<file path="src/pio_pkg.sv">
// Shared constants for the dual-port parallel I/O block
package pio_pkg;
	localparam int         DATA_W        = 8;
	localparam int         CODE_W        = 5;
	localparam int         SEL_W         = 6;
	localparam int         SUB_W         = 2;
	localparam int         SYNC_W        = 17;

	// Low address bits inside the device's block of four
	localparam logic [1:0] SUB_PORT_A    = 2'h0;
	localparam logic [1:0] SUB_PORT_B    = 2'h1;
	localparam logic [1:0] SUB_INT_CTRL  = 2'h2;
	localparam logic [1:0] SUB_TIMER     = 2'h3;

	// Interrupt control port coding, only the low two bits count
	localparam logic [1:0] INT_CTRL_EXT_EN = 2'h1;
	localparam logic [1:0] INT_CTRL_RESET  = 2'h0;

	// Defaults for the per-version select code and control codes
	localparam logic [5:0] SELECT_DEF    = 6'h01;
	localparam logic [4:0] CODE_OUT_DEF  = 5'h1A;
	localparam logic [4:0] CODE_IN_DEF   = 5'h1B;
	localparam logic [4:0] CODE_ACK_DEF  = 5'h10;
	localparam logic [4:0] CODE_RESET    = 5'h00;

	// Positions inside the synchroniser vector
	localparam int         SY_BUS_LO     = 0;
	localparam int         SY_CODE_LO    = 8;
	localparam int         SY_PRI        = 13;
	localparam int         SY_EXT        = 14;
	localparam int         SY_PHASE      = 15;
	localparam int         SY_WRITE      = 16;
	localparam logic [16:0] SYNC_RESET   = 17'h1E000;
	localparam logic [7:0] PIN_RESET     = 8'hFF;

	typedef enum logic [1:0] {
		PIO_INT_IDLE = 2'b01,
		PIO_INT_PEND = 2'b10
	} pio_int_e;
endpackage

</file>
<file path="src/pio_port_if.sv">
// Carrier between the core and one port slice
interface pio_port_if;
	logic        wr_stb;
	logic [7:0]  wr_data;
	logic [7:0]  rd_data;

	modport core (output wr_stb, output wr_data, input rd_data);
	modport port (input wr_stb, input wr_data, output rd_data);
endinterface

</file>
<file path="src/pio_dual_port.sv">
// Top of the dual-port parallel I/O block with priority chain
// Overview of operation
// - Two bidirectional eight-line ports exchange data with outside logic.
// - The five control-code lines steer what the block does.
// - Eight three-state bus lines, released whenever the block is not source.
// - Open-drain bus-drive flag low exactly while the block sources the bus.
// - Falling edge on external interrupt input raises an interrupt request.
// - Request output low only with chain input low and request pending.
// - Chain output high unless chain input low and nothing pending.
// - Port write latches the accumulator byte from the bus into addressed port.
// - Port read puts the addressed port's pin contents on the bus.
// - Pins inverted: stored one drives low, high pin reads zero.
// - Each line has its own latch holding the last written value.
// - Each pin is wired-AND of latch drive and outside signal.
// - Reset leaves port latches untouched, so they keep the last value written.
// - Ports use the standard pull-up output form only.
// - Low address bits 00 port A, 01 port B, 10 control, 11 timer.
// - Only the two ports answer reads; control and timer stay off the bus.
// - Port latches change at the end of the transfer cycle.
module pio_dual_port
	import pio_pkg::*;
#(
	parameter logic [SEL_W-1:0]  SELECT   = SELECT_DEF,   // Upper six address bits
	parameter logic [CODE_W-1:0] CODE_OUT = CODE_OUT_DEF, // Output transfer cycle
	parameter logic [CODE_W-1:0] CODE_IN  = CODE_IN_DEF,  // Input transfer cycle
	parameter logic [CODE_W-1:0] CODE_ACK = CODE_ACK_DEF  // Interrupt acknowledge cycle
)(
	input  wire logic              clk_in,                // System clock, 250 MHz
	input  wire logic              rst_b_in,              // Async reset, active low
	input  wire logic              phase_clk_in,          // Processor phase clock pin
	input  wire logic              write_clk_in,          // Processor write clock pin
	input  wire logic [CODE_W-1:0] cpu_control_code_in,   // Control code lines
	input  wire logic [DATA_W-1:0] data_bus_in,           // Resolved byte bus level
	output logic      [DATA_W-1:0] data_bus_out,          // Byte bus drive value
	output logic                   data_bus_oe_out,       // High while driving the bus
	output logic                   bus_drive_flag_out,    // Flag drive level, always low
	output logic                   bus_drive_flag_oe_out, // High while pulling flag low
	input  wire logic              external_interrupt_in, // External request pin
	input  wire logic              priority_chain_in,     // Chain input, low = may ask
	output logic                   priority_chain_out,    // Chain output to next device
	output logic                   int_req_b_out,         // Interrupt request, active low
	input  wire logic [DATA_W-1:0] port_a_in,             // Port A pin level
	output logic      [DATA_W-1:0] port_a_out,            // Port A drive level
	output logic      [DATA_W-1:0] port_a_oe_out,         // Port A pull-low enables
	input  wire logic [DATA_W-1:0] port_b_in,             // Port B pin level
	output logic      [DATA_W-1:0] port_b_out,            // Port B drive level
	output logic      [DATA_W-1:0] port_b_oe_out          // Port B pull-low enables
);
	logic [SYNC_W-1:0] meta_q;
	logic [SYNC_W-1:0] sync_q;
	logic              write_last_q;
	logic              phase_last_q;
	logic              ext_last_q;
	logic              cyc_end;
	logic              phase_rise;
	logic              ext_fall;
	logic [DATA_W-1:0] bus_sync;
	logic [CODE_W-1:0] code_sync;
	logic              pri_sync;

	logic [CODE_W-1:0] code_q;
	logic              match_q;
	logic [SUB_W-1:0]  sub_q;
	logic [1:0]        int_ctrl_q;
	pio_int_e          int_q;
	pio_int_e          int_d;
	logic              pending;

	logic              out_cycle;
	logic              rd_active_d;
	logic [DATA_W-1:0] rd_data_d;
	logic [DATA_W-1:0] bus_data_q;
	logic              bus_oe_q;
	logic              flag_oe_q;
	logic              int_req_b_q;
	logic              chain_out_q;

	pio_port_if port_a_if ();
	pio_port_if port_b_if ();

	// Every pin input, the two processor clocks among them, is foreign to clk_in
	always_ff @(posedge clk_in or negedge rst_b_in) begin
		if (!rst_b_in) begin
			meta_q <= SYNC_RESET;
			sync_q <= SYNC_RESET;
		end else begin
			meta_q <= {write_clk_in, phase_clk_in, external_interrupt_in,
				priority_chain_in, cpu_control_code_in, data_bus_in};
			sync_q <= meta_q;
		end
	end

	assign bus_sync  = sync_q[SY_BUS_LO +: DATA_W];
	assign code_sync = sync_q[SY_CODE_LO +: CODE_W];
	assign pri_sync  = sync_q[SY_PRI];

	always_ff @(posedge clk_in or negedge rst_b_in) begin
		if (!rst_b_in) begin
			write_last_q <= 1'b1;
			phase_last_q <= 1'b1;
			ext_last_q   <= 1'b1;
		end else begin
			write_last_q <= sync_q[SY_WRITE];
			phase_last_q <= sync_q[SY_PHASE];
			ext_last_q   <= sync_q[SY_EXT];
		end
	end

	// Write clock rise closes an instruction cycle
	assign cyc_end    = sync_q[SY_WRITE] & ~write_last_q;
	assign phase_rise = sync_q[SY_PHASE] & ~phase_last_q;
	assign ext_fall   = ~sync_q[SY_EXT] & ext_last_q;

	// Control code is taken on the phase clock so it is stable for the cycle
	always_ff @(posedge clk_in or negedge rst_b_in) begin
		if (!rst_b_in) begin
			code_q <= CODE_RESET;
		end else if (phase_rise) begin
			code_q <= code_sync;
		end
	end

	// Address watch runs every cycle; the result is held through the next one
	always_ff @(posedge clk_in or negedge rst_b_in) begin
		if (!rst_b_in) begin
			match_q <= 1'b0;
			sub_q   <= SUB_PORT_A;
		end else if (cyc_end) begin
			match_q <= (bus_sync[DATA_W-1:SUB_W] == SELECT);
			sub_q   <= bus_sync[SUB_W-1:0];
		end
	end

	assign out_cycle = cyc_end & (code_q == CODE_OUT) & match_q;

	// Latches load as the transfer cycle closes
	assign port_a_if.wr_stb  = out_cycle & (sub_q == SUB_PORT_A);
	assign port_b_if.wr_stb  = out_cycle & (sub_q == SUB_PORT_B);
	assign port_a_if.wr_data = bus_sync;
	assign port_b_if.wr_data = bus_sync;

	// Control address loads the low two bus bits; a timer address write changes nothing
	always_ff @(posedge clk_in or negedge rst_b_in) begin
		if (!rst_b_in) begin
			int_ctrl_q <= INT_CTRL_RESET;
		end else if (out_cycle && (sub_q == SUB_INT_CTRL)) begin
			int_ctrl_q <= bus_sync[1:0];
		end
	end

	// A new edge in the acknowledge cycle wins so no request is dropped
	always_comb begin
		int_d = int_q;
		case (int_q)
			PIO_INT_IDLE: begin
				if (ext_fall && (int_ctrl_q == INT_CTRL_EXT_EN)) begin
					int_d = PIO_INT_PEND;
				end
			end
			PIO_INT_PEND: begin
				if (ext_fall && (int_ctrl_q == INT_CTRL_EXT_EN)) begin
					int_d = PIO_INT_PEND;
				end else if (cyc_end && (code_q == CODE_ACK) && !pri_sync) begin
					int_d = PIO_INT_IDLE;
				end
			end
			default: begin
				int_d = PIO_INT_IDLE;
			end
		endcase
	end

	always_ff @(posedge clk_in or negedge rst_b_in) begin
		if (!rst_b_in) begin
			int_q <= PIO_INT_IDLE;
		end else begin
			int_q <= int_d;
		end
	end

	assign pending = (int_q == PIO_INT_PEND);

	always_ff @(posedge clk_in or negedge rst_b_in) begin
		if (!rst_b_in) begin
			int_req_b_q <= 1'b1;
			chain_out_q <= 1'b1;
		end else begin
			int_req_b_q <= ~(pending & ~pri_sync);
			chain_out_q <= pri_sync | pending;
		end
	end

	// Control and timer addresses never answer a read
	assign rd_active_d = (code_q == CODE_IN) & match_q &
		((sub_q == SUB_PORT_A) | (sub_q == SUB_PORT_B));
	assign rd_data_d   = (sub_q == SUB_PORT_B) ? port_b_if.rd_data : port_a_if.rd_data;

	// Flag and bus enable share one condition so they can never disagree
	always_ff @(posedge clk_in or negedge rst_b_in) begin
		if (!rst_b_in) begin
			bus_oe_q   <= 1'b0;
			flag_oe_q  <= 1'b0;
			bus_data_q <= 8'h00;
		end else begin
			bus_oe_q   <= rd_active_d;
			flag_oe_q  <= rd_active_d;
			bus_data_q <= rd_active_d ? rd_data_d : 8'h00;
		end
	end

	assign data_bus_out          = bus_data_q;
	assign data_bus_oe_out       = bus_oe_q;
	assign bus_drive_flag_out    = 1'b0;
	assign bus_drive_flag_oe_out = flag_oe_q;
	assign int_req_b_out         = int_req_b_q;
	assign priority_chain_out    = chain_out_q;

	pio_port u_port_a (
		.clk_in     (clk_in),
		.rst_b_in   (rst_b_in),
		.bus_if     (port_a_if),
		.pin_in     (port_a_in),
		.pin_out    (port_a_out),
		.pin_oe_out (port_a_oe_out)
	);

	pio_port u_port_b (
		.clk_in     (clk_in),
		.rst_b_in   (rst_b_in),
		.bus_if     (port_b_if),
		.pin_in     (port_b_in),
		.pin_out    (port_b_out),
		.pin_oe_out (port_b_oe_out)
	);
endmodule

</file>
<file path="src/pio_port.sv">
// One eight-line inverted wire-AND port slice
module pio_port
	import pio_pkg::*;
(
	input  wire logic              clk_in,     // System clock
	input  wire logic              rst_b_in,   // Async reset, active low
	pio_port_if.port               bus_if,     // Write strobe and read value
	input  wire logic [DATA_W-1:0] pin_in,     // Resolved pin level
	output logic      [DATA_W-1:0] pin_out,    // Driven level, always low
	output logic      [DATA_W-1:0] pin_oe_out  // High while pulling the pin low
);
	logic [DATA_W-1:0] latch_q;
	logic [DATA_W-1:0] pin_meta_q;
	logic [DATA_W-1:0] pin_sync_q;
	logic [DATA_W-1:0] rd_q;
	logic              loaded_q;

	// Deliberately no reset: contents after reset are whatever was last held
	always_ff @(posedge clk_in) begin
		if (bus_if.wr_stb) begin
			latch_q <= bus_if.wr_data;
		end
	end

	always_ff @(posedge clk_in or negedge rst_b_in) begin
		if (!rst_b_in) begin
			pin_meta_q <= PIN_RESET;
			pin_sync_q <= PIN_RESET;
		end else begin
			pin_meta_q <= pin_in;
			pin_sync_q <= pin_meta_q;
		end
	end

	// A held one masks the input; a high pin reads as zero
	always_ff @(posedge clk_in or negedge rst_b_in) begin
		if (!rst_b_in) begin
			rd_q <= 8'h00;
		end else begin
			rd_q <= latch_q | ~pin_sync_q;
		end
	end

	// Stored one pulls low, stored zero releases to the pull-up
	assign pin_oe_out     = latch_q;
	assign pin_out        = 8'h00;
	assign bus_if.rd_data = rd_q;

	// Helper for the read check only: the latch is unknown until its first write
	always_ff @(posedge clk_in or negedge rst_b_in) begin
		if (!rst_b_in) begin
			loaded_q <= 1'b0;
		end else if (bus_if.wr_stb) begin
			loaded_q <= 1'b1;
		end
	end
endmodule

</file>
<file path="config.mk">
export PLATFORM = sky130hd
export DESIGN_NAME = pio_dual_port
export DESIGN_NICKNAME = d
export VERILOG_FILES = /design/src/pio_pkg.sv /design/src/pio_port_if.sv /design/src/pio_dual_port.sv /design/src/pio_port.sv
export SDC_FILE = /design/constraint.sdc
export NUM_CORES = 1
export LEC_CHECK = 0
export ABC_AREA = 1
export BUFFER_PORTS_ARGS = -buffer_cell sky130_fd_sc_hd__buf_2
export CAP_MARGIN = 15
export CELL_PAD_IN_SITES_DETAIL_PLACEMENT = 1
export CELL_PAD_IN_SITES_GLOBAL_PLACEMENT = 2
export CORE_MARGIN = 1
export CORE_UTILIZATION = 42
export CTS_BUF_LIST = sky130_fd_sc_hd__clkbuf_4 sky130_fd_sc_hd__clkbuf_8
export DETAILED_ROUTE_END_ITERATION = 6
export PLACE_DENSITY = 0.88
export SYNTH_ARGS = -nofsm -noshare
export SYNTH_HDL_FRONTEND = slang
export SYNTH_HIERARCHICAL = 1
export SYNTH_SLANG_ARGS = --single-unit
</file>
<file path="constraint.sdc">
create_clock -name clk_in -period 2.9 [get_ports clk_in]
set_input_delay 0.87 -clock clk_in [delete_from_list [all_inputs] [get_ports clk_in]]
set_output_delay 0.87 -clock clk_in [all_outputs]
set_load 0.02 [all_outputs]
</file>
=== Yosys cells after proc, flatten, opt, wreduce, memory -nomap -nowiden ===
Cells that the tools add are included.

* Output and inout bits: 45
* Register bits: 124
* Word-level logic and storage cells: 67
* Input port bits: 35

* Eq/ne operators: 11
* Bitwise operators: 21
* Mux-type cells: 6
* Reductions and logical operators: 7

{| class="wikitable"
|+ Operators by type and width
! kind !! count
|-
| 8-bit two-way mux || 2
|-
| 8-bit inverter || 2
|-
| 8-bit bitwise OR || 2
|-
| 5-bit == test (second input constant) || 3
|-
| 1-bit bitwise AND || 10
|-
| 2-bit by 1-bit == test with 1-bit output (second input constant) || 3
|-
| 6-bit by 1-bit == test with 1-bit output (second input constant) || 1
|-
| 2-bit two-way mux || 3
|-
| 1-bit inverter || 5
|-
| 2-bit == test (second input constant) || 2
|-
| 1-bit logical AND || 4
|-
| 2-bit case mux with 2 select lines || 1
|-
| 3-bit by 1-bit != test with 1-bit output (second input constant) || 1
|-
| 2-bit zero test || 1
|-
| 2-bit != test (second input constant) || 1
|-
| 1-bit bitwise OR || 2
|-
| 2-bit AND reduction || 1
|-
| 1-bit zero test || 1
|}

=== Depth between registers and ports, before layout ===
* Depth in word-level cells: 7
* Depth in mapped cells: 8
* Depth with buffers taken out: 8

=== By module ===
Netlist, hierarchy kept.

{| class="wikitable"
|+ By module, submodules not included
! module !! cells each !! sequential area each (µm²) !! instances !! area each (µm²)
|-
| pio_dual_port || 165 || 1519.0 || 1 || 2055.7
|-
| pio_port || 57 || 860.8 || 2 || 984.7
|}

=== Worst setup path before layout ===
No wires, ideal clock.

* Path type: reg2reg
* Start point: register sync_q[16]
* End point: register u_port_a.latch_q[0], in the netlist u_port_a/pin_oe_out[0] (enable)
* Arrival: 1.439 ns
* Path buffers: 0
* Library setup time: 0.383 ns
* Period minus slack after synthesis: 1.822 ns
* Stages on the path, launching flop included: 5
* Required time: 2.517 ns
* Slack: 1.078 ns
* Path through: dfstp_2 nand2_1 nor2_2 nand2_1 nor3_1

* Longest elaborated chain between the ends: 4

{| class="wikitable"
|+ RTL lines
! element !! line !! RTL
|-
| start: declaration || pio_dual_port.sv:50 || <nowiki>logic [SYNC_W-1:0] sync_q;</nowiki>
|-
| start signal: assignment || pio_dual_port.sv:89 || <nowiki>sync_q <= meta_q;</nowiki>
|-
| 1-bit bitwise AND || pio_dual_port.sv:110 || <nowiki>assign cyc_end = sync_q[SY_WRITE] & ~write_last_q;</nowiki>
|-
| 1-bit bitwise AND (2 in series) || pio_dual_port.sv:134 || <nowiki>assign out_cycle = cyc_end & (code_q == CODE_OUT) & match_q;</nowiki>
|-
| 1-bit bitwise AND || pio_dual_port.sv:137 || <nowiki>assign port_a_if.wr_stb = out_cycle & (sub_q == SUB_PORT_A);</nowiki>
|-
| via port_a_if.wr_stb || pio_port_if.sv:3 || <nowiki>logic wr_stb;</nowiki>
|-
| end signal: assignment || pio_port.sv:21 || <nowiki>latch_q <= bus_if.wr_data;</nowiki>
|-
| end: declaration || pio_port.sv:12 || <nowiki>logic [DATA_W-1:0] latch_q;</nowiki>
|}

The timed path passes the listed nets, and every way through them passes these cells.
A chain may end at the register's enable or synchronous reset.

=== Final worst setup path ===
* Start point: register int_req_b_q, in the netlist int_req_b_out
* End point: output int_req_b_out

{| class="wikitable"
|+ RTL lines
! element !! line !! RTL
|-
| start: declaration || pio_dual_port.sv:75 || <nowiki>logic int_req_b_q;</nowiki>
|-
| start signal: assignment || pio_dual_port.sv:188 || <nowiki>int_req_b_q <= ~(pending & ~pri_sync);</nowiki>
|-
| end: declaration || pio_dual_port.sv:41 || <nowiki>output logic int_req_b_out,</nowiki>
|}

No word-level cell between the ends.

==> flow_summary.json <==
{
  "start_util_pct": 43.6,
  "slew_headroom_pct": 48.8,
  "cpPeakStageDelay_ns": 0.51,
  "antenna_left": 0,
  "switchingPower_mw": 0.889,
  "crit_required_ns": 2.03,
  "die_height_um": 99.9,
  "grt_pass1_vias": 2378,
  "seqPwrFrac_pct": 53.1,
  "power_mw": 3.60,
  "route.met2.wl_um": 4230,
  "yosysWarnings": 6,
  "p_int_mw": 2.71,
  "cts.clk_slew.worst_paths_ns": 0.08,
  "fin_cells": 499,
  "avgViaCountPerCell": 4.44,
  "status": "finished clean",
  "nets": 394,
  "core-area_mm2": 0.00924,
  "ff2ff_path_depth": 4,
  "wl_per_cell_um": 15.3,
  "yosysSeqAreaShare_pct": 80.5,
  "finalWirelength_um": 7630,
  "r2r_slack_ns": 0.96,
  "root_buffer": "clkbuf_8",
  "grt_pass1_wl_um": 12200,
  "cts.sinks": 124,
  "dieArea_mm2": 0.00998,
  "first_pass_iters": 4,
  "setup.worst_path.end_class": "output port",
  "fin_area_mm2": 0.00483,
  "cts_resized": 0,
  "io_buffers": 62,
  "fin_crit_sh_pct": 67.4,
  "drive_gt1_share_pct": 41.1,
  "synth_seq_cells": 124,
  "min_period_ns": 1.95,
  "ios": 80,
  "finClkSkew_ns": 0.0133,
  "drc": 0,
  "preCtsSetupSlack_ns": 0.978,
  "critical-path-top-delay-family": "flip-flops",
  "grt_util_all_layers_pct": 17.4,
  "final_core_util_pct": 52.3,
  "insertion_delay_ns": 0.43,
  "hold_buffers": 0,
  "gp_congestion": 0.717,
  "leakage_nw": 2.29,
  "num_vias": 2218,
  "setup_tns_ns": 0,
  "htreeDepth": 4,
  "layout_commonest_cell": "dfrtp_1",
  "rsz0062_at_grt": "false",
  "cts_tree": "built",
  "grt_max_degree": 55,
  "fillers": 939,
  "crit_arrival_ns": 1.08,
  "wl_met3_um": 297,
  "timing.fmax_ghz": 0.512,
  "cpMaxStageDelayCell": "dfstp_2",
  "min_path_type": "input pin to asynchronous set/reset pin",
  "crit_chain": "buf_2",
  "antenna_found_initial": 0,
  "fin_ws_ns": 0.947,
  "crit_fanout": 1,
  "die_w_um": 99.9,
  "p_clk_share_pct": 42.0,
  "diodes": 0,
  "max-vdd-ir-drop_mv": 0.330,
  "path_class": "register to output port",
  "swShare_pct": 24.7,
  "top_layer": "met4",
  "combPwrFrac_pct": 4.9,
  "wl_met1_um": 2990,
  "hold_violations": 0,
  "dp.cells": 467,
  "worst-path-buf-inv": 1,
  "placed_area_mm2": 0.00443,
  "fp-row-count": 35,
  "area_delta_synth_final_pct": 20.0,
  "worst_pin_slew_ns": 0.766,
  "cap_violations": 0,
  "numCtsBuffers": 17,
  "layout_common_cells": "62 x dfrtp_1, 61 x buf_2, 51 x nand2_1",
  "slew_violations": 0,
  "synth_area_per_cell_um2": 14.4,
  "synth_cell_type_count": 25,
  "critPathLaunchType": "register",
  "power_density_mw_per_mm2": 746,
  "grt.overflow.total": 0,
  "setup_violations": 0,
  "clk_path_buf_depth": 2,
  "cp.depth": 1,
  "syn_area_mm2": 0.00403,
  "worst_hold_slack_ns": 0.350,
  "dp.final_hpwl_um": 5080,
  "syn_inst": 279,
  "cts_setup_buffers": 0,
  "first_iter_violations": 92
}
sequential cells by signal (all words and copies together), names as in the netlist, 8 cells and up:
name	cells
data_bus_out	8
meta_q	17
sync_q	17
u_port_a/bus_if.rd_data	8
u_port_a/pin_meta_q	8
u_port_a/pin_oe_out	8
u_port_a/pin_sync_q	8
u_port_b/bus_if.rd_data	8
u_port_b/pin_meta_q	8
u_port_b/pin_oe_out	8
u_port_b/pin_sync_q	8
layer usage:
metal,global-route usage [%],vias to the layer above
met5,0,-
met4,9.05,0
met3,5.43,9
met2,29.7,71
met1,19.6,1143
li1,-,995
final cells by class:
cell class,instances,area (um2),area share (%)
flip-flops and latches,124,3240,67.1
multi-input cells,116,556,11.5
repair buffers,65,348,7.20
clock buffers,18,241,5.00
well taps,129,161,3.34
clock inverters,14,160,3.32
inverters,33,124,2.56
cells in the mapped netlist, drive strengths merged:
cell     n  area share, %
dfrtp   62             39
nand2   54            5.6
dfstp   46             30
inv     32            3.0
buf     20            3.9
edfxtp  16             12
a21oi   13            1.6
nand3   10            1.2
nor2     9           0.96
nand4    4           0.99
conb     3           0.28
ha       2           0.62
o21ai    2           0.25
a211o    1           0.22
clkinv   1          0.093
mux2     1           0.28
nor3     1           0.12
nor3b    1           0.19
nor4     1           0.16
power groups by stage:
stage	sequential, mW	combinational, mW	clock (mW)
2_1_floorplan	1.92	0.129	0
3_3_place_gp	1.94	0.169	0
3_5_place_dp	1.94	0.181	0
4_1_cts	1.91	0.183	1.56
5_1_grt	1.92	0.203	1.63
6_report	1.91	0.177	1.51
cell families (layout without fill, tap and decap cells):
group / count (synthesis) / in the layout / synth area share, %
adders and majority gates: 2 / 2 / 0.622
buffers and inverters: 53 / 130 / 6.99
AOI/OAI and AO/OA: 16 / 16 / 2.08
other: 3 / 17 / 0.280
muxes: 1 / 1 / 0.280
and+or+nand+nor: 80 / 80 / 9.23
DFF: 124 / 124 / 80.5
final timing paths:
| kind | start | to |
|---|---|---|
| max in group asynchronous | rst_b_in | u_port_a/pin_meta_q[0] |
| max reg2reg | sync_q[16] | u_port_b/pin_oe_out[7] |
| min reg2reg | meta_q[9] | sync_q[9] |
| min | rst_b_in | sync_q[4] |
| max | int_req_b_out | int_req_b_out |
| min in group clk_in | meta_q[9] | sync_q[9] |
Note: power is estimated with default switching activity, not from simulation.
